`src/led_pwm_defines.svh`:
```
// Register offsets, reset values and timing counts of the LED intensity PWM block.
// Assumes the includer needs plain text macros only.
`ifndef LED_PWM_DEFINES_SVH
`define LED_PWM_DEFINES_SVH
// -----------------------------------------------------------------------------
// Register byte offsets
// -----------------------------------------------------------------------------
`define PORT_PHASE_OFS 8'h00
`define NINTH_PHASE_OFS 8'h04
`define CONFIG_OFS 8'h08
`define MASTER_OFS 8'h0C
`define INTENS_LO_OFS 8'h10
`define INTENS_HI_OFS 8'h14
`define STATUS_OFS 8'h18
// -----------------------------------------------------------------------------
// Reset values and field positions
// -----------------------------------------------------------------------------
`define PORT_PHASE_RST 8'hFF
`define NINTH_PHASE_RST 1'h1
`define CONFIG_RST 1'h0
`define MASTER_RST 8'h00
`define INTENS_RST 16'hFFFF
`define GLOBAL_BIT 0
`define STATIC_CODE 4'hF
`define MASTER_LAST 4'hE
`define STAT_OSC_BIT 8
`define STAT_PIN_LSB 16
// -----------------------------------------------------------------------------
// Timing: clock cycles per PWM slot; bus response codes
// -----------------------------------------------------------------------------
`define SLOT_CYCLES 8'h04
`define RESP_OKAY 2'h0
`define RESP_SLVERR 2'h2
`endif

```
`src/led_pwm_pkg.sv`:
```
// Types shared by the LED intensity PWM files.
// Assumes nothing of its surroundings.
package led_pwm_pkg;
    // A 4-bit intensity code.
    typedef logic [3:0] intensity_t;
    // Write channel progress of the register slave.
    typedef enum logic {WR_COLLECT, WR_ANSWER} wr_state_t;
endpackage : led_pwm_pkg

```
`src/pwm_slot_timer.sv`:
```
// Slot and master timeslot counters shared by every output.
// Assumes one clock; the master code comes from a register on the same clock.
`timescale 1ns/10ps
`default_nettype none
`include "led_pwm_defines.svh"
module pwm_slot_timer
(
    input wire logic clock,
    input wire logic rst_b,
    input wire led_pwm_pkg::intensity_t master,
    output logic [3:0] slot_q,
    output logic [3:0] master_cnt_q,
    output logic osc_on_q
);
    import led_pwm_pkg::*;
    logic [7:0] div_q, div_d; // Cycle divider inside one slot.
    logic [3:0] slot_d, master_cnt_d;
    logic osc_on_d;
    logic tick; // One-cycle slot enable.

    // -------------------------------------------------------------------------
    // Next state
    // -------------------------------------------------------------------------
    // A zero master code stops the oscillator and parks all counters at zero.
    always_comb
    begin
        osc_on_d = (master != 4'h0);
        tick = (div_q == `SLOT_CYCLES - 8'h01);
        div_d = tick ? 8'h00 : div_q + 8'h01;
        slot_d = slot_q;
        master_cnt_d = master_cnt_q;
        if (!osc_on_q)
        begin
            div_d = 8'h00;
            slot_d = 4'h0;
            master_cnt_d = 4'h0;
        end
        else if (tick)
        begin
            slot_d = slot_q + 4'h1;
            if (slot_q == 4'hF)
            begin
                // Fifteen master timeslots make the 240-step frame.
                master_cnt_d = (master_cnt_q == `MASTER_LAST) ? 4'h0 : master_cnt_q + 4'h1;
            end
        end
    end

    // Registers only.
    always_ff @(posedge clock or negedge rst_b)
    begin
        if (!rst_b)
        begin
            div_q <= 8'h00;
            slot_q <= 4'h0;
            master_cnt_q <= 4'h0;
            osc_on_q <= 1'b0;
        end
        else
        begin
            div_q <= div_d;
            slot_q <= slot_d;
            master_cnt_q <= master_cnt_d;
            osc_on_q <= osc_on_d;
        end
    end

    // -------------------------------------------------------------------------
    // Checks
    // -------------------------------------------------------------------------
    a_slot_step: assert property (@(posedge clock) disable iff (!rst_b)
        (osc_on_q && tick) |=> (slot_q == $past(slot_q) + 4'h1))
        else $error("Slot counter did not advance on its tick.");
    a_master_wrap: assert property (@(posedge clock) disable iff (!rst_b)
        master_cnt_q <= `MASTER_LAST)
        else $error("Master timeslot counter passed fifteen slots.");
endmodule : pwm_slot_timer
`default_nettype wire

```
`src/pwm_output_cell.sv`:
```
// One open-drain output: turns intensity, phase bit and slot into a low drive.
// Assumes slot and master timing come from the shared slot timer.
`timescale 1ns/10ps
`default_nettype none
`include "led_pwm_defines.svh"
module pwm_output_cell
(
    input wire logic clock,
    input wire logic rst_b,
    input wire led_pwm_pkg::intensity_t intensity,
    input wire logic phase_bit,
    input wire logic [3:0] slot,
    input wire logic master_on,
    input wire logic osc_on,
    output logic drive_low_q
);
    import led_pwm_pkg::*;
    logic drive_low_d;
    logic active; // Inside the first n+1 slots.

    // -------------------------------------------------------------------------
    // Drive decision
    // -------------------------------------------------------------------------
    // A phase bit of 0 sinks during the active slots, a 1 floats during them.
    always_comb
    begin
        active = (slot <= intensity);
        if (intensity == `STATIC_CODE || !osc_on)
        begin
            drive_low_d = !phase_bit;
        end
        else
        begin
            drive_low_d = master_on && (phase_bit ? !active : active);
        end
    end

    // Registered so the pin never glitches between slots.
    always_ff @(posedge clock or negedge rst_b)
    begin
        if (!rst_b)
        begin
            drive_low_q <= 1'b0;
        end
        else
        begin
            drive_low_q <= drive_low_d;
        end
    end

    // -------------------------------------------------------------------------
    // Checks
    // -------------------------------------------------------------------------
    a_static_level: assert property (@(posedge clock) disable iff (!rst_b)
        (intensity == `STATIC_CODE) |=> (drive_low_q == !$past(phase_bit)))
        else $error("Static code did not give a static level.");
    a_pwm_low_part: assert property (@(posedge clock) disable iff (!rst_b)
        (osc_on && master_on && intensity != `STATIC_CODE && !phase_bit)
        |=> (drive_low_q == ($past(slot) <= $past(intensity))))
        else $error("Low part of the period has the wrong length.");
    a_pwm_float_part: assert property (@(posedge clock) disable iff (!rst_b)
        (osc_on && master_on && intensity != `STATIC_CODE && phase_bit)
        |=> (drive_low_q == ($past(slot) > $past(intensity))))
        else $error("Floating part of the period has the wrong length.");
endmodule : pwm_output_cell
`default_nettype wire

```
`src/led_intensity_pwm.sv`:
```
// Top of the LED intensity PWM block: AXI4-Lite registers, slot timer, nine outputs.
// Assumes one 40 MHz clock; the pins are open drain with external pullups.
//
// Notes on behaviour
// - Codes 0x0-0xE: active for (n+1)/16 period.
// - Code 0xF: static level from phase bit.
// - Eight ports share one phase register.
// - Ninth output has its own phase register.
// - Global flag: ninth intensity drives all outputs.
// - Master and intensity give 240 steps.
// - Master zero stops oscillator; outputs static.
//
// The address map and the AXI4-Lite slave port are this design's own decisions.
`timescale 1ns/10ps
`default_nettype none
`include "led_pwm_defines.svh"
module led_intensity_pwm
(
    input wire logic clock,
    input wire logic rst_b,
    input wire logic [7:0] awaddr,
    input wire logic awvalid,
    output logic awready,
    input wire logic [31:0] wdata,
    input wire logic [3:0] wstrb,
    input wire logic wvalid,
    output logic wready,
    output logic [1:0] bresp,
    output logic bvalid,
    input wire logic bready,
    input wire logic [7:0] araddr,
    input wire logic arvalid,
    output logic arready,
    output logic [31:0] rdata,
    output logic [1:0] rresp,
    output logic rvalid,
    input wire logic rready,
    input wire logic [7:0] port_output_in,
    output logic [7:0] port_output_out,
    output logic [7:0] port_output_oe,
    input wire logic ninth_output_in,
    output logic ninth_output_out,
    output logic ninth_output_oe
);
    import led_pwm_pkg::*;

    // -------------------------------------------------------------------------
    // Register state
    // -------------------------------------------------------------------------
    logic [7:0] port_phase_q, port_phase_d; // Common phase bits of the eight ports.
    logic ninth_phase_q, ninth_phase_d; // Phase bit of the ninth output alone.
    logic global_q, global_d; // Global intensity flag.
    logic [7:0] master_q, master_d; // Master code high, ninth intensity low.
    logic [31:0] intens_q, intens_d; // Four bits per port, port 0 lowest.
    logic [3:0] slot; // Current PWM slot.
    logic [3:0] master_cnt; // Current master timeslot.
    logic osc_on; // Oscillator running.
    logic master_on; // This master timeslot carries PWM.
    intensity_t eff [0:8]; // Intensity each output actually uses.
    logic [8:0] phase_vec; // Phase bit of each output.
    logic [8:0] drive_low; // Low drive of each output.
    logic [8:0] pin_s1_q, pin_s2_q, pin_s3_q, pin_q, pin_d; // Pin level sampling.

    // -------------------------------------------------------------------------
    // Bus channel state
    // -------------------------------------------------------------------------
    wr_state_t wr_state_q, wr_state_d; // Collecting or answering a write.
    logic aw_held_q, aw_held_d; // Write address taken.
    logic w_held_q, w_held_d; // Write data taken.
    logic [7:0] waddr_q, waddr_d;
    logic [31:0] wdata_q, wdata_d;
    logic [3:0] wstrb_q, wstrb_d;
    logic awready_d, wready_d, bvalid_d, arready_d, rvalid_d;
    logic [1:0] bresp_d, rresp_d;
    logic [31:0] rdata_d;
    logic [31:0] rd_word; // Read lookup.
    logic rd_hit; // Read address is mapped.
    logic wr_hit; // Write address is mapped.
    logic [31:0] wmask; // Byte mask from the strobes.

    // -------------------------------------------------------------------------
    // Shared slot timer and nine output cells
    // -------------------------------------------------------------------------
    pwm_slot_timer u_timer
    (
        .clock(clock),
        .rst_b(rst_b),
        .master(master_q[7:4]),
        .slot_q(slot),
        .master_cnt_q(master_cnt),
        .osc_on_q(osc_on)
    );

    // Master timeslots below the master code carry PWM, the rest stay dark.
    assign master_on = (master_cnt < master_q[7:4]);

    // Ports 0-7 read one register, the ninth output its own one.
    assign phase_vec = {ninth_phase_q, port_phase_q};

    // With the global flag all outputs take the ninth output's intensity.
    always_comb
    begin
        for (int i = 0; i < 8; i++)
        begin
            eff[i] = global_q ? master_q[3:0] : intens_q[4*i +: 4];
        end
        eff[8] = master_q[3:0];
    end

    // All cells share one slot counter, so ports with equal phase and intensity switch together.
    for (genvar g = 0; g < 9; g++)
    begin : g_cell
        pwm_output_cell u_cell
        (
            .clock(clock),
            .rst_b(rst_b),
            .intensity(eff[g]),
            .phase_bit(phase_vec[g]),
            .slot(slot),
            .master_on(master_on),
            .osc_on(osc_on),
            .drive_low_q(drive_low[g])
        );
    end

    // Open drain: the pin is driven, always low, only when the cell sinks.
    assign port_output_oe = drive_low[7:0];
    assign ninth_output_oe = drive_low[8];

    // -------------------------------------------------------------------------
    // Pin level sampling
    // -------------------------------------------------------------------------
    // A level counts once the second and third stages agree.
    always_comb
    begin
        pin_d = pin_q;
        for (int i = 0; i < 9; i++)
        begin
            if (pin_s2_q[i] == pin_s3_q[i])
            begin
                pin_d[i] = pin_s3_q[i];
            end
        end
    end

    // -------------------------------------------------------------------------
    // Write channel
    // -------------------------------------------------------------------------
    // Address and data are taken in either order; the answer follows both.
    always_comb
    begin
        aw_held_d = aw_held_q;
        w_held_d = w_held_q;
        waddr_d = waddr_q;
        wdata_d = wdata_q;
        wstrb_d = wstrb_q;
        wr_state_d = wr_state_q;
        bvalid_d = bvalid;
        bresp_d = bresp;
        port_phase_d = port_phase_q;
        ninth_phase_d = ninth_phase_q;
        global_d = global_q;
        master_d = master_q;
        intens_d = intens_q;
        wmask = {{8{wstrb_q[3]}}, {8{wstrb_q[2]}}, {8{wstrb_q[1]}}, {8{wstrb_q[0]}}};
        wr_hit = 1'b1;
        unique case (wr_state_q)
            WR_COLLECT:
            begin
                if (awvalid && awready)
                begin
                    aw_held_d = 1'b1;
                    waddr_d = awaddr;
                end
                if (wvalid && wready)
                begin
                    w_held_d = 1'b1;
                    wdata_d = wdata;
                    wstrb_d = wstrb;
                end
                if (aw_held_q && w_held_q)
                begin
                    // Writes land one cycle after the second half is taken.
                    unique case (waddr_q)
                        `PORT_PHASE_OFS: port_phase_d = wstrb_q[0] ? wdata_q[7:0] : port_phase_q;
                        `NINTH_PHASE_OFS: ninth_phase_d = wstrb_q[0] ? wdata_q[0] : ninth_phase_q;
                        `CONFIG_OFS: global_d = wstrb_q[0] ? wdata_q[`GLOBAL_BIT] : global_q;
                        `MASTER_OFS: master_d = wstrb_q[0] ? wdata_q[7:0] : master_q;
                        `INTENS_LO_OFS: intens_d[15:0] = (intens_q[15:0] & ~wmask[15:0])
                            | (wdata_q[15:0] & wmask[15:0]);
                        `INTENS_HI_OFS: intens_d[31:16] = (intens_q[31:16] & ~wmask[15:0])
                            | (wdata_q[15:0] & wmask[15:0]);
                        default: wr_hit = 1'b0;
                    endcase
                    aw_held_d = 1'b0;
                    w_held_d = 1'b0;
                    bvalid_d = 1'b1;
                    bresp_d = wr_hit ? `RESP_OKAY : `RESP_SLVERR;
                    wr_state_d = WR_ANSWER;
                end
            end
            WR_ANSWER:
            begin
                if (bready)
                begin
                    bvalid_d = 1'b0;
                    wr_state_d = WR_COLLECT;
                end
            end
        endcase
        awready_d = (wr_state_d == WR_COLLECT) && !aw_held_d;
        wready_d = (wr_state_d == WR_COLLECT) && !w_held_d;
    end

    // -------------------------------------------------------------------------
    // Read channel
    // -------------------------------------------------------------------------
    // One read at a time; the data stand from the same edge that takes the address.
    always_comb
    begin
        rd_hit = 1'b1;
        unique case (araddr)
            `PORT_PHASE_OFS: rd_word = {24'h000000, port_phase_q};
            `NINTH_PHASE_OFS: rd_word = {31'h00000000, ninth_phase_q};
            `CONFIG_OFS: rd_word = {31'h00000000, global_q};
            `MASTER_OFS: rd_word = {24'h000000, master_q};
            `INTENS_LO_OFS: rd_word = {16'h0000, intens_q[15:0]};
            `INTENS_HI_OFS: rd_word = {16'h0000, intens_q[31:16]};
            `STATUS_OFS: rd_word = {7'h00, pin_q, 7'h00, osc_on, master_cnt, slot};
            default:
            begin
                rd_word = 32'h00000000;
                rd_hit = 1'b0;
            end
        endcase
        rvalid_d = rvalid;
        rdata_d = rdata;
        rresp_d = rresp;
        if (arvalid && arready)
        begin
            rvalid_d = 1'b1;
            rdata_d = rd_word;
            rresp_d = rd_hit ? `RESP_OKAY : `RESP_SLVERR;
        end
        else if (rvalid && rready)
        begin
            rvalid_d = 1'b0;
        end
        arready_d = !rvalid_d;
    end

    // -------------------------------------------------------------------------
    // Registers
    // -------------------------------------------------------------------------
    // Reset leaves every output floating and the oscillator stopped.
    always_ff @(posedge clock or negedge rst_b)
    begin
        if (!rst_b)
        begin
            port_phase_q <= `PORT_PHASE_RST;
            ninth_phase_q <= `NINTH_PHASE_RST;
            global_q <= `CONFIG_RST;
            master_q <= `MASTER_RST;
            intens_q <= {2{`INTENS_RST}};
            wr_state_q <= WR_COLLECT;
            aw_held_q <= 1'b0;
            w_held_q <= 1'b0;
            waddr_q <= 8'h00;
            wdata_q <= 32'h00000000;
            wstrb_q <= 4'h0;
            awready <= 1'b0;
            wready <= 1'b0;
            bvalid <= 1'b0;
            bresp <= 2'h0;
            arready <= 1'b0;
            rvalid <= 1'b0;
            rdata <= 32'h00000000;
            rresp <= 2'h0;
            pin_s1_q <= 9'h000;
            pin_s2_q <= 9'h000;
            pin_s3_q <= 9'h000;
            pin_q <= 9'h000;
            port_output_out <= 8'h00;
            ninth_output_out <= 1'b0;
        end
        else
        begin
            port_phase_q <= port_phase_d;
            ninth_phase_q <= ninth_phase_d;
            global_q <= global_d;
            master_q <= master_d;
            intens_q <= intens_d;
            wr_state_q <= wr_state_d;
            aw_held_q <= aw_held_d;
            w_held_q <= w_held_d;
            waddr_q <= waddr_d;
            wdata_q <= wdata_d;
            wstrb_q <= wstrb_d;
            awready <= awready_d;
            wready <= wready_d;
            bvalid <= bvalid_d;
            bresp <= bresp_d;
            arready <= arready_d;
            rvalid <= rvalid_d;
            rdata <= rdata_d;
            rresp <= rresp_d;
            pin_s1_q <= {ninth_output_in, port_output_in};
            pin_s2_q <= pin_s1_q;
            pin_s3_q <= pin_s2_q;
            pin_q <= pin_d;
            // Open drain only ever sinks, so the driven value stays low.
            port_output_out <= 8'h00;
            ninth_output_out <= 1'b0;
        end
    end

    // -------------------------------------------------------------------------
    // Checks
    // -------------------------------------------------------------------------
    a_ports_together: assert property (@(posedge clock) disable iff (!rst_b)
        (port_phase_q[0] == port_phase_q[1] && eff[0] == eff[1]
        && $stable(port_phase_q[1:0]) && $stable({eff[0], eff[1]}))
        |=> (port_output_oe[0] == port_output_oe[1]))
        else $error("Ports with equal settings switched apart.");
    a_ninth_own_phase: assert property (@(posedge clock) disable iff (!rst_b)
        (master_q[3:0] == `STATIC_CODE && $stable(ninth_phase_q))
        |=> (ninth_output_oe == !$past(ninth_phase_q)))
        else $error("Ninth output ignored its own phase bit.");
    a_global_select: assert property (@(posedge clock) disable iff (!rst_b)
        global_q |-> (eff[3] == master_q[3:0] && eff[7] == master_q[3:0]))
        else $error("Global flag did not select the ninth intensity.");
    a_master_stop: assert property (@(posedge clock) disable iff (!rst_b)
        (master_q[7:4] == 4'h0) |=> !osc_on ##1 (slot == 4'h0))
        else $error("Oscillator kept running with master code zero.");
    a_master_dark: assert property (@(posedge clock) disable iff (!rst_b)
        (osc_on && !master_on && !port_phase_q[2] && eff[2] != `STATIC_CODE)
        |=> !port_output_oe[2])
        else $error("Output sank outside the master timeslots.");
    a_write_answer: assert property (@(posedge clock) disable iff (!rst_b)
        (aw_held_q && w_held_q && !bvalid) |=> bvalid)
        else $error("Write answer did not follow both halves.");
    c_pwm_running: cover property (@(posedge clock) disable iff (!rst_b)
        osc_on && master_on && port_output_oe[0] ##1 !port_output_oe[0]);
    c_global_on: cover property (@(posedge clock) disable iff (!rst_b)
        global_q && osc_on);
    c_read_done: cover property (@(posedge clock) disable iff (!rst_b)
        rvalid && rready);
endmodule : led_intensity_pwm
`default_nettype wire

```
`config.mk`:
```
export PLATFORM = sky130hd
export DESIGN_NAME = led_intensity_pwm
export DESIGN_NICKNAME = d
export VERILOG_FILES = /design/src/led_pwm_pkg.sv /design/src/pwm_slot_timer.sv /design/src/pwm_output_cell.sv /design/src/led_intensity_pwm.sv
export VERILOG_INCLUDE_DIRS = /design/src
export SDC_FILE = /design/constraint.sdc
export NUM_CORES = 1
export LEC_CHECK = 0
export CAP_MARGIN = 20
export CORE_UTILIZATION = 54
export DETAILED_ROUTE_END_ITERATION = 10
export DONT_BUFFER_PORTS = 1
export PLACE_DENSITY_LB_ADDON = 0.2
export SLEW_MARGIN = 20
export SYNTH_ARGS = -nofsm -noshare
export SYNTH_HDL_FRONTEND = slang
export SYNTH_SLANG_ARGS = --single-unit
```
`constraint.sdc`:
```
create_clock -name clock -period 3.2 [get_ports clock]
set_input_delay 0.64 -clock clock [delete_from_list [all_inputs] [get_ports clock]]
set_output_delay 0.64 -clock clock [all_outputs]
set_load 0.005 [all_outputs]
```
* Word level (Yosys, flattened, before mapping) *
Index checks and enable logic that the tools add are counted.

cells by class
  mux-type cells = 55
  reductions and logical operators = 63
  add/subtract/negate cells = 3
  eq/ne operators = 36
  bitwise logic cells = 8
  $lt $le $gt $ge = 10

operators with widths
  cell                   number
  $pmux W25 S7           1
  $mux W4                14
  $and A16 B16 Y16       3
  $eq A4 B4 Y1 const B   11
  $eq A8 B5 Y1 const B   5
  $le A4 B4 Y1           9
  $mux W1                34
  $eq A8 B4 Y1 const B   4
  $or A16 B16 Y16        2
  $logic_not A1 Y1       22
  $eq A8 B3 Y1 const B   2
  $logic_and A1 B1 Y1    16
  $logic_not A8 Y1       2
  $mux W8                2
  $not A16 Y16           1
  $reduce_and A4 Y1      4
  $reduce_and A2 Y1      5
  $eq A1 B1 Y1           9
  $logic_or A1 B1 Y1     9
  $add A4 B1 Y4 const B  2
  $add A8 B1 Y8 const B  1
  $eq A8 B2 Y1 const B   1
  $ne A2 B2 Y1 const B   4
  $reduce_or A7 Y1       1
  7 further kinds        11

storage, ports and cells
  output and inout port bits = 59
  flip-flop bits (word level) = 182
  word-level logic and storage cells = 220
  input bits = 68

* Logic depth before layout (Yosys ltp) *
Gate-level depths: netlist (run 1).

  word-level depth = 6
  mapped depth = 10
  mapped depth without buffers = 9

* Cells and area by module *
From an unflattened synthesis (run 1), not the netlist that was laid out.

second synthesis, totals
  cell total of the unflattened synthesis = 776
  area total of the unflattened synthesis = 8833.5 um2

by module, submodules not included
  module             times used  seq. area each (um2)  cells an instance  area each (um2)
  led_intensity_pwm  1           3729.8                497                6308.6
  pwm_output_cell    9           25.0                  21                 182.7
  pwm_slot_timer     1           425.4                 90                 880.8

* Least setup slack after synthesis (run 1) *
Ideal clock, no wire load.

  kind = input port to flip-flop
  start point = input port araddr[7]
  end point = register rdata[7]
  buffers on the path = 0
  arrival time = 1918 ps
  slack = 1213 ps
  library setup time = 69 ps
  stages on the path = 5
  required time = 3131 ps
  cell sequence = or4_4 nor3_4 nor4b_1 a2bb2oi_1 nand3_1

on the way
  longest elaborated chain between the ends = 2
  elaborated cells on any way between the ends = 8
  those cells by class = eq/ne (6); mux (1); reduce/logical (1)

ends and longest elaborated chain
  element                               line                      RTL
  start: declaration                    led_intensity_pwm.sv:31   input wire logic [7:0] araddr,
  $eq A8 B5 Y1 (tied with other cells)  led_intensity_pwm.sv:222  unique case (araddr)
  $pmux W25 S7 *                        led_intensity_pwm.sv:222
  end signal: assignment                led_intensity_pwm.sv:305  rdata <= rdata_d;
  end: declaration                      led_intensity_pwm.sv:34   output logic [31:0] rdata,

Every way passes the cells marked *; elsewhere a longest branch is shown, timed or not.
A chain may end at the register's enable or synchronous reset.

* Final worst setup path (run 1) *
  start point = register global_q
  end point = register g_cell[6].u_cell.drive_low_q

on the way
  longest elaborated chain between the ends = 6
  elaborated cells on any way between the ends = 8
  those cells by class = order compare (1); eq/ne (1); mux (3); reduce/logical (3)

ends and longest elaborated chain
  element                                 line                      RTL
  start: declaration                      led_intensity_pwm.sv:52   logic global_q, global_d;
  start signal: assignment                led_intensity_pwm.sv:262  global_q <= `CONFIG_RST;
  start signal: assignment                led_intensity_pwm.sv:290  global_q <= global_d;
  $mux W4 *                               led_intensity_pwm.sv:105  eff[i] = global_q ? master_q[3:0] : intens_q[4*i +: 4];
  $le A4 B4 Y1                            pwm_output_cell.sv:27     active = (slot <= intensity);
  $logic_not A1 Y1                        pwm_output_cell.sv:34     drive_low_d = master_on && (phase_bit ? !active : active);
  $mux W1                                 pwm_output_cell.sv:34
  $logic_and A1 B1 Y1                     pwm_output_cell.sv:34
  $mux W1 *                               pwm_output_cell.sv:28     if (intensity == `STATIC_CODE || !osc_on)
  named net g_cell[6].u_cell.drive_low_d  pwm_output_cell.sv:18     logic drive_low_d;
  end signal: assignment                  pwm_output_cell.sv:47     drive_low_q <= drive_low_d;
  end: declaration                        pwm_output_cell.sv:15     output logic drive_low_q

The timed path passes the listed nets; every way through them passes the cells marked *.

==> results of run 1 <==
area by class of cell:
cell class	count	area share, %
clock buffers	17	4.75
inverters	24	1.01
repair buffers	3	0.251
clock inverters	15	2.18
flip-flops and latches	173	48.9
well taps	184	2.57
multi-input cells	464	40.3
cells in the final DEF, fill, tap and decap left out, types with 4 or more instances in the layout:
cell type / instances
a21oi_1: 60
mux2_2: 76
dfstp_2: 41
o21a_1: 9
clkbuf_16: 17
nand2_1: 29
nand3_1: 17
nor2b_1: 13
nand4_1: 12
ha_1: 43
inv_6: 4
o21ai_0: 29
dfrtp_1: 132
and2_1: 11
mux2i_1: 17
nand4_2: 4
o41a_1: 8
a22oi_1: 4
conb_1: 18
clkinv_8: 4
inv_1: 24
and4_1: 8
o211ai_1: 10
xor2_1: 6
a22o_1: 13
and3_1: 5
maj3_1: 9
nor3_1: 4
o22ai_1: 7
nor2_1: 22
final timing paths:
check,cells after the start,to
setup / recovery,9,g_cell[6].u_cell.drive_low_q
setup reg to reg,9,g_cell[6].u_cell.drive_low_q
hold / removal,0,u_timer.div_q[5]
min in group clock,0,pin_s1_q[0]
max in group asynchronous,0,asynchronous set/reset pin
hold reg to reg,0,pin_s2_q[3]
metrics by stage:
step                setup slack (ns)  hold WS (ns)  std cells
global route                   0.683        -0.124        880
CTS                            0.895        -0.112        880
floorplan                       1.21         0.331        709
detailed placement             0.843         0.335        848
finish                         0.804        -0.101        880
global placement               0.907         0.332        848
per-layer routing:
| metal | wire length, um | vias to the layer above |
|---|---|---|
| li1 | - | 2472 |
| met1 | 7790 | 2762 |
| met2 | 8380 | 196 |
| met3 | 1200 | 44 |
| met4 | 591 | 0 |
| met5 | 0 | - |
worst max-delay path, cell delays in order, from the launching register on:
cell and delay [ns]:
dfrtp_1 0.45, inv_1 0.08, buf_4 0.31, a21oi_1 0.15, ha_1 0.32, nor2b_1 0.14
o211ai_1 0.15, a21oi_1 0.11, o21a_1 0.17, o21ai_0 0.35
logic make-up (layout without fill, tap and decap cells):
group | Yosys count | after routing
DFF | 173 | 173
AOI/OAI and AO/OA | 150 | 150
and+or+nand+nor | 141 | 141
muxes | 94 | 94
buffers and inverters | 72 | 59
adders and majority gates | 52 | 52
xor gates and xnor gates | 9 | 9
other | 1 | 18
power by group:
| part | switching, mW | leakage (nW) | internal [mW] | total [mW] |
|---|---|---|---|---|
| clock network | 0.967 | 0.301 | 1.13 | 2.10 |
| registers | 0.414 | 2.05 | 2.61 | 3.02 |
| logic | 0.471 | 1.59 | 0.478 | 0.949 |
==> flow_metrics.py, run 1 <==
metrics = {
    "placed_design": {
        "io_buffers": 0,
        "gp_congestion": 0.915,
        "dpl_cell_area_um2": 8340,
        "hpwl_um": 12900,
    },
    "global_route": {
        "grt_start_max_net_pins": 174,
        "grt_pass1_wl_um": 29400,
        "gr-max-usage-layer": "met2",
        "met1_usage_pct": 31.2,
        "grt_use_met3_pct": 7.14,
        "grt_remaining_overflow": 0,
        "grt_pass1_vias": 5697,
        "antenna_found_initial": 0,
        "track_usage_pct": 24.1,
        "use_met2_pct": 37.5,
    },
    "clock_tree": {
        "numCtsBuffers": 17,
        "clk_pin_slew_ns": 0.07,
        "postCtsSetupRepairBufs": 0,
        "cts_resized": 0,
        "clock_sink_count": 173,
        "clock_path_buffers": 2,
        "clockRootBuffer": "clkbuf_16",
        "insertion_delay_ns": 0.43,
        "htreeDepth": 4,
        "cts_tree": "done",
    },
    "synth": {
        "synthAdderAreaFrac_pct": 7.56,
        "synth_mux_area_share_pct": 12.6,
        "yosys.cell_count.top_type": "dfrtp_1",
        "netlist_top_cells_area": "dfrtp_1 (40%), dfstp_2 (13%), mux2_2 (10%)",
        "ys_warn_count": 0,
        "syn_avg_cell_area_um2": 12.0,
        "ys_types": 54,
        "ys_seq_area_share_pct": 52.7,
        "synth_edf_count": 0,
        "yosys.area.top_type": "dfrtp_1",
        "synth_compound_area_share_pct": 11.4,
        "synth_top_family_by_area": "multiplexers",
        "ys_ff_latch": 173,
        "synthArstFlopShare_pct": 100,
        "mappedNetlistArea_um2": 8310,
        "synth-main-ff-cell": "dfrtp_1",
        "synth_top_area_share_pct": 39.7,
        "synth_cells": 692,
        "synth_xor_area_share_pct": 0.948,
        "synthTopCellsByCount": "dfrtp_1 (132), mux2_2 (76), a21oi_1 (60)",
        "yosys.area_share.simple_pct": 10.2,
    },
    "sta": {
        "fin_crit_ns": 2.40,
        "clock_skew_ns": 0.00643,
        "slew_headroom_pct": 44.4,
        "hold_viol": 132,
        "finalSetupViolCount": 0,
        "max_freq_ghz": 0.417,
        "fin_setup_tns_ns": 0,
        "finalMaxSlewViolations": 0,
        "tightestPinTransition_ns": 0.833,
        "fin_crit_sh_pct": 74.9,
        "holdWs_ns": -0.101,
        "rsz0062_at_grt": "no",
    },
    "pwr": {
        "power_mw": 6.07,
        "power_density_nw_per_um2": 678,
        "ir_drop_v": 0.000452,
        "leakage_nw": 3.94,
    },
    "die": {
        "rows": 44,
        "dieArea_um2": 15900,
        "die_h_um": 126,
        "die-width_um": 126,
        "core-area_um2": 14800,
        "io_pins": 127,
        "initial_core_util_pct": 56.3,
    },
    "routing": {
        "firstDrtPassIters": 5,
        "via_count": 5474,
        "drc": 0,
        "viasPerCell": 6.22,
        "drt_iter0_markers": 369,
        "wirelength_um": 18000,
        "wl_per_cell_um": 20.4,
        "ant_nets": 0,
    },
    "setup_path": {
        "critPathCaptureType": "flip-flop",
        "crit_start": "global_q",
        "r2r-start": "global_q",
        "worstPathMaxFanout": 32,
        "critPathKind": "reg -> reg",
        "worstPathArrival_ns": 2.68,
        "rrSetupSlack_ns": 0.80,
        "startpoint_type": "flip-flop",
        "worstPathRequired_ns": 3.48,
    },
    "status": {
        "violations": "negative hold slack",
        "status": "complete, but fails checks",
    },
    "layout": {
        "multi_input_area_um2": 3610,
        "fill_cells": 1171,
        "regArea_um2": 4380,
        "nets": 794,
        "drive_gt1_share_pct": 23.7,
        "final_area_um2": 8960,
        "area_growth_syn_to_layout_pct": 7.75,
        "utilization_pct": 60.7,
        "num_antenna_cells": 0,
    },
    "run": {
        "drv_cap": 0,
    },
    "hold_path": {
        "min_path_type": "in -> async",
    },
}
Power figures use the tool's default switching activity.
==> inputs of run 2 (changes only) <==
==> constraint.sdc (replaced) <==
create_clock -name clock -period 2.5 [get_ports clock]
set_input_delay 0.5 -clock clock [delete_from_list [all_inputs] [get_ports clock]]
set_output_delay 0.5 -clock clock [all_outputs]
set_load 0.005 [all_outputs]
==> run 2 against run 1 <==
  * The run still ends with negative hold slack left
  * Die area unchanged
  * Clock-buffer cell count unchanged
  * Cell count increased by 0.68%
  * Fmax increased by 0.53%
  * Worst hold slack got worse by 0.15 ns
  * Critical path depth decreased by 1
  * Critical path type unchanged
  * Critical endpoint is now g_cell[2].u_cell.drive_low_q
  * Largest cell class unchanged
==> flow_metrics.py, run 2 (synthesis gave the netlist of run 1 again) <==
metrics = {
    "routing": {
        "drt_iter0_markers": 332,
        "viasPerCell": 6.24,
        "ant_nets": 0,
        "firstDrtPassIters": 5,
        "via_count": 5532,
        "drc": 0,
        "wl_per_cell_um": 20.9,
        "wirelength_um": 18500,
    },
    "sta": {
        "holdWs_ns": -0.246,
        "fin_crit_ns": 2.38,
        "tightestPinTransition_ns": 0.778,
        "fin_setup_tns_ns": 0,
        "finalMaxSlewViolations": 0,
        "clock_skew_ns": 0.00961,
        "finalSetupViolCount": 0,
        "max_freq_ghz": 0.420,
        "hold_viol": 132,
        "slew_headroom_pct": 48.1,
        "rsz0062_at_grt": "no",
        "fin_crit_sh_pct": 95.3,
        "setup_slack_ns": 0.116,
    },
    "global_route": {
        "grt_pass1_wl_um": 30400,
        "antenna_found_initial": 0,
        "grt_remaining_overflow": 0,
        "track_usage_pct": 25.0,
        "grt_start_max_net_pins": 174,
        "grt_pass1_vias": 5912,
    },
    "pwr": {
        "ir_drop_v": 0.000917,
        "power.switching_mw": 2.54,
        "p_int_mw": 5.41,
        "sw_frac_of_total_pct": 32.0,
        "power_frac_comb_pct": 15.6,
        "power_density_nw_per_um2": 879,
        "leakage_nw": 3.99,
        "clkPwrFrac_pct": 35.6,
        "seqPwrFrac_pct": 48.9,
    },
    "layout": {
        "layout_common_cells": "dfrtp_1 (132), mux2_2 (76), a21oi_1 (60), ha_1 (43), dfstp_2 (41)",
        "utilization_pct": 61.3,
        "area_growth_syn_to_layout_pct": 8.82,
        "num_antenna_cells": 0,
        "drive_gt1_share_pct": 24.4,
        "layout.cells.most_common": "dfrtp_1",
        "nets": 800,
    },
    "status": {
        "status": "complete, but fails checks",
        "violations": "negative hold slack",
    },
    "placed_design": {
        "hpwl_um": 13100,
        "io_buffers": 0,
        "gp_congestion": 0.933,
        "place_ws_ns": 0.180,
    },
    "setup_path": {
        "worstPathArrival_ns": 2.68,
        "r2r-start": "global_q",
        "worstPathRequired_ns": 2.79,
        "startpoint_type": "flip-flop",
        "worstPathMaxFanout": 8,
        "rrSetupSlack_ns": 0.12,
        "critPathCaptureType": "flip-flop",
        "crit_start": "global_q",
        "critPathKind": "reg -> reg",
    },
    "clock_tree": {
        "clk_pin_slew_ns": 0.07,
        "cts_tree": "done",
        "htreeDepth": 4,
        "clock_path_buffers": 2,
        "clock_sink_count": 173,
        "cts_resized": 0,
        "insertion_delay_ns": 0.44,
        "clockRootBuffer": "clkbuf_16",
        "numCtsBuffers": 17,
        "postCtsSetupRepairBufs": 0,
    },
    "run": {
        "drv_cap": 0,
    },
    "die": {
        "die-width_um": 126,
        "die_h_um": 126,
        "io_pins": 127,
        "initial_core_util_pct": 56.3,
        "dieArea_um2": 15900,
        "rows": 44,
        "core-area_um2": 14800,
    },
    "hold_path": {
        "min_path_type": "in -> async",
    },
}
## run 2: power groups by stage
stage | clock network (mW) | logic, mW | registers, mW
4_1_cts | 2.88 | 1.23 | 3.89
5_1_grt | 3.00 | 1.36 | 3.95
3_5_place_dp | 0 | 1.22 | 3.93
3_3_place_gp | 0 | 1.15 | 3.89
2_1_floorplan | 0 | 1.14 | 3.68
6_report | 2.83 | 1.24 | 3.88
## run 2: critical path, stage by stage (launching register included)
cell and delay (ns):
dfrtp_1 0.46, and2_1 0.42, a21oi_1 0.12, ha_1 0.30, nor2b_1 0.14, o211ai_1 0.16
a21oi_1 0.11, o21a_1 0.17, o21ai_0 0.35
## run 2: layout make-up
| cell class | instances | area [um^2] |
|---|---|---|
| Sequential cell | 173 | 4380 |
| Inverter | 24 | 90.1 |
| Clock buffer | 17 | 425 |
| Clock inverter | 15 | 226 |
| Multi-Input combinational cell | 464 | 3610 |
| Timing Repair Buffer | 9 | 80.1 |
| Fill cell | 1142 | 5710 |
| Tap cell | 184 | 230 |
## run 2: metrics by stage
stage	area [um^2]	total power [mW]	instances	hold slack [ns]
2_1_floorplan	8380	4.81	709	0.204
3_3_place_gp	8390	5.04	854	0.212
3_5_place_dp	8390	5.16	854	0.211
4_1_cts	9050	7.99	886	-0.251
5_1_grt	9050	8.32	886	-0.259
6_report	9050	7.95	886	-0.246
## run 2: final timing paths
check,end,depth (start not counted)
min in group clock,pin_s1_q[3],0
max in group asynchronous,asynchronous set/reset pin,0
worst max register to register,g_cell[2].u_cell.drive_low_q,8
worst min register to register,pin_s2_q[5],0
worst max-delay path,g_cell[2].u_cell.drive_low_q,8
worst min-delay path,u_timer.div_q[0],0
## run 2: per-layer routing
layer	routed length [um]	up-vias	part of all wire [%]	global-route usage, %
met2	9220	191	50	42.9
met5	0	-	0	0
met1	7820	2832	42	30.6
li1	-	2474	-	-
met3	1100	35	5.9	5.95
met4	384	0	2.1	9.36
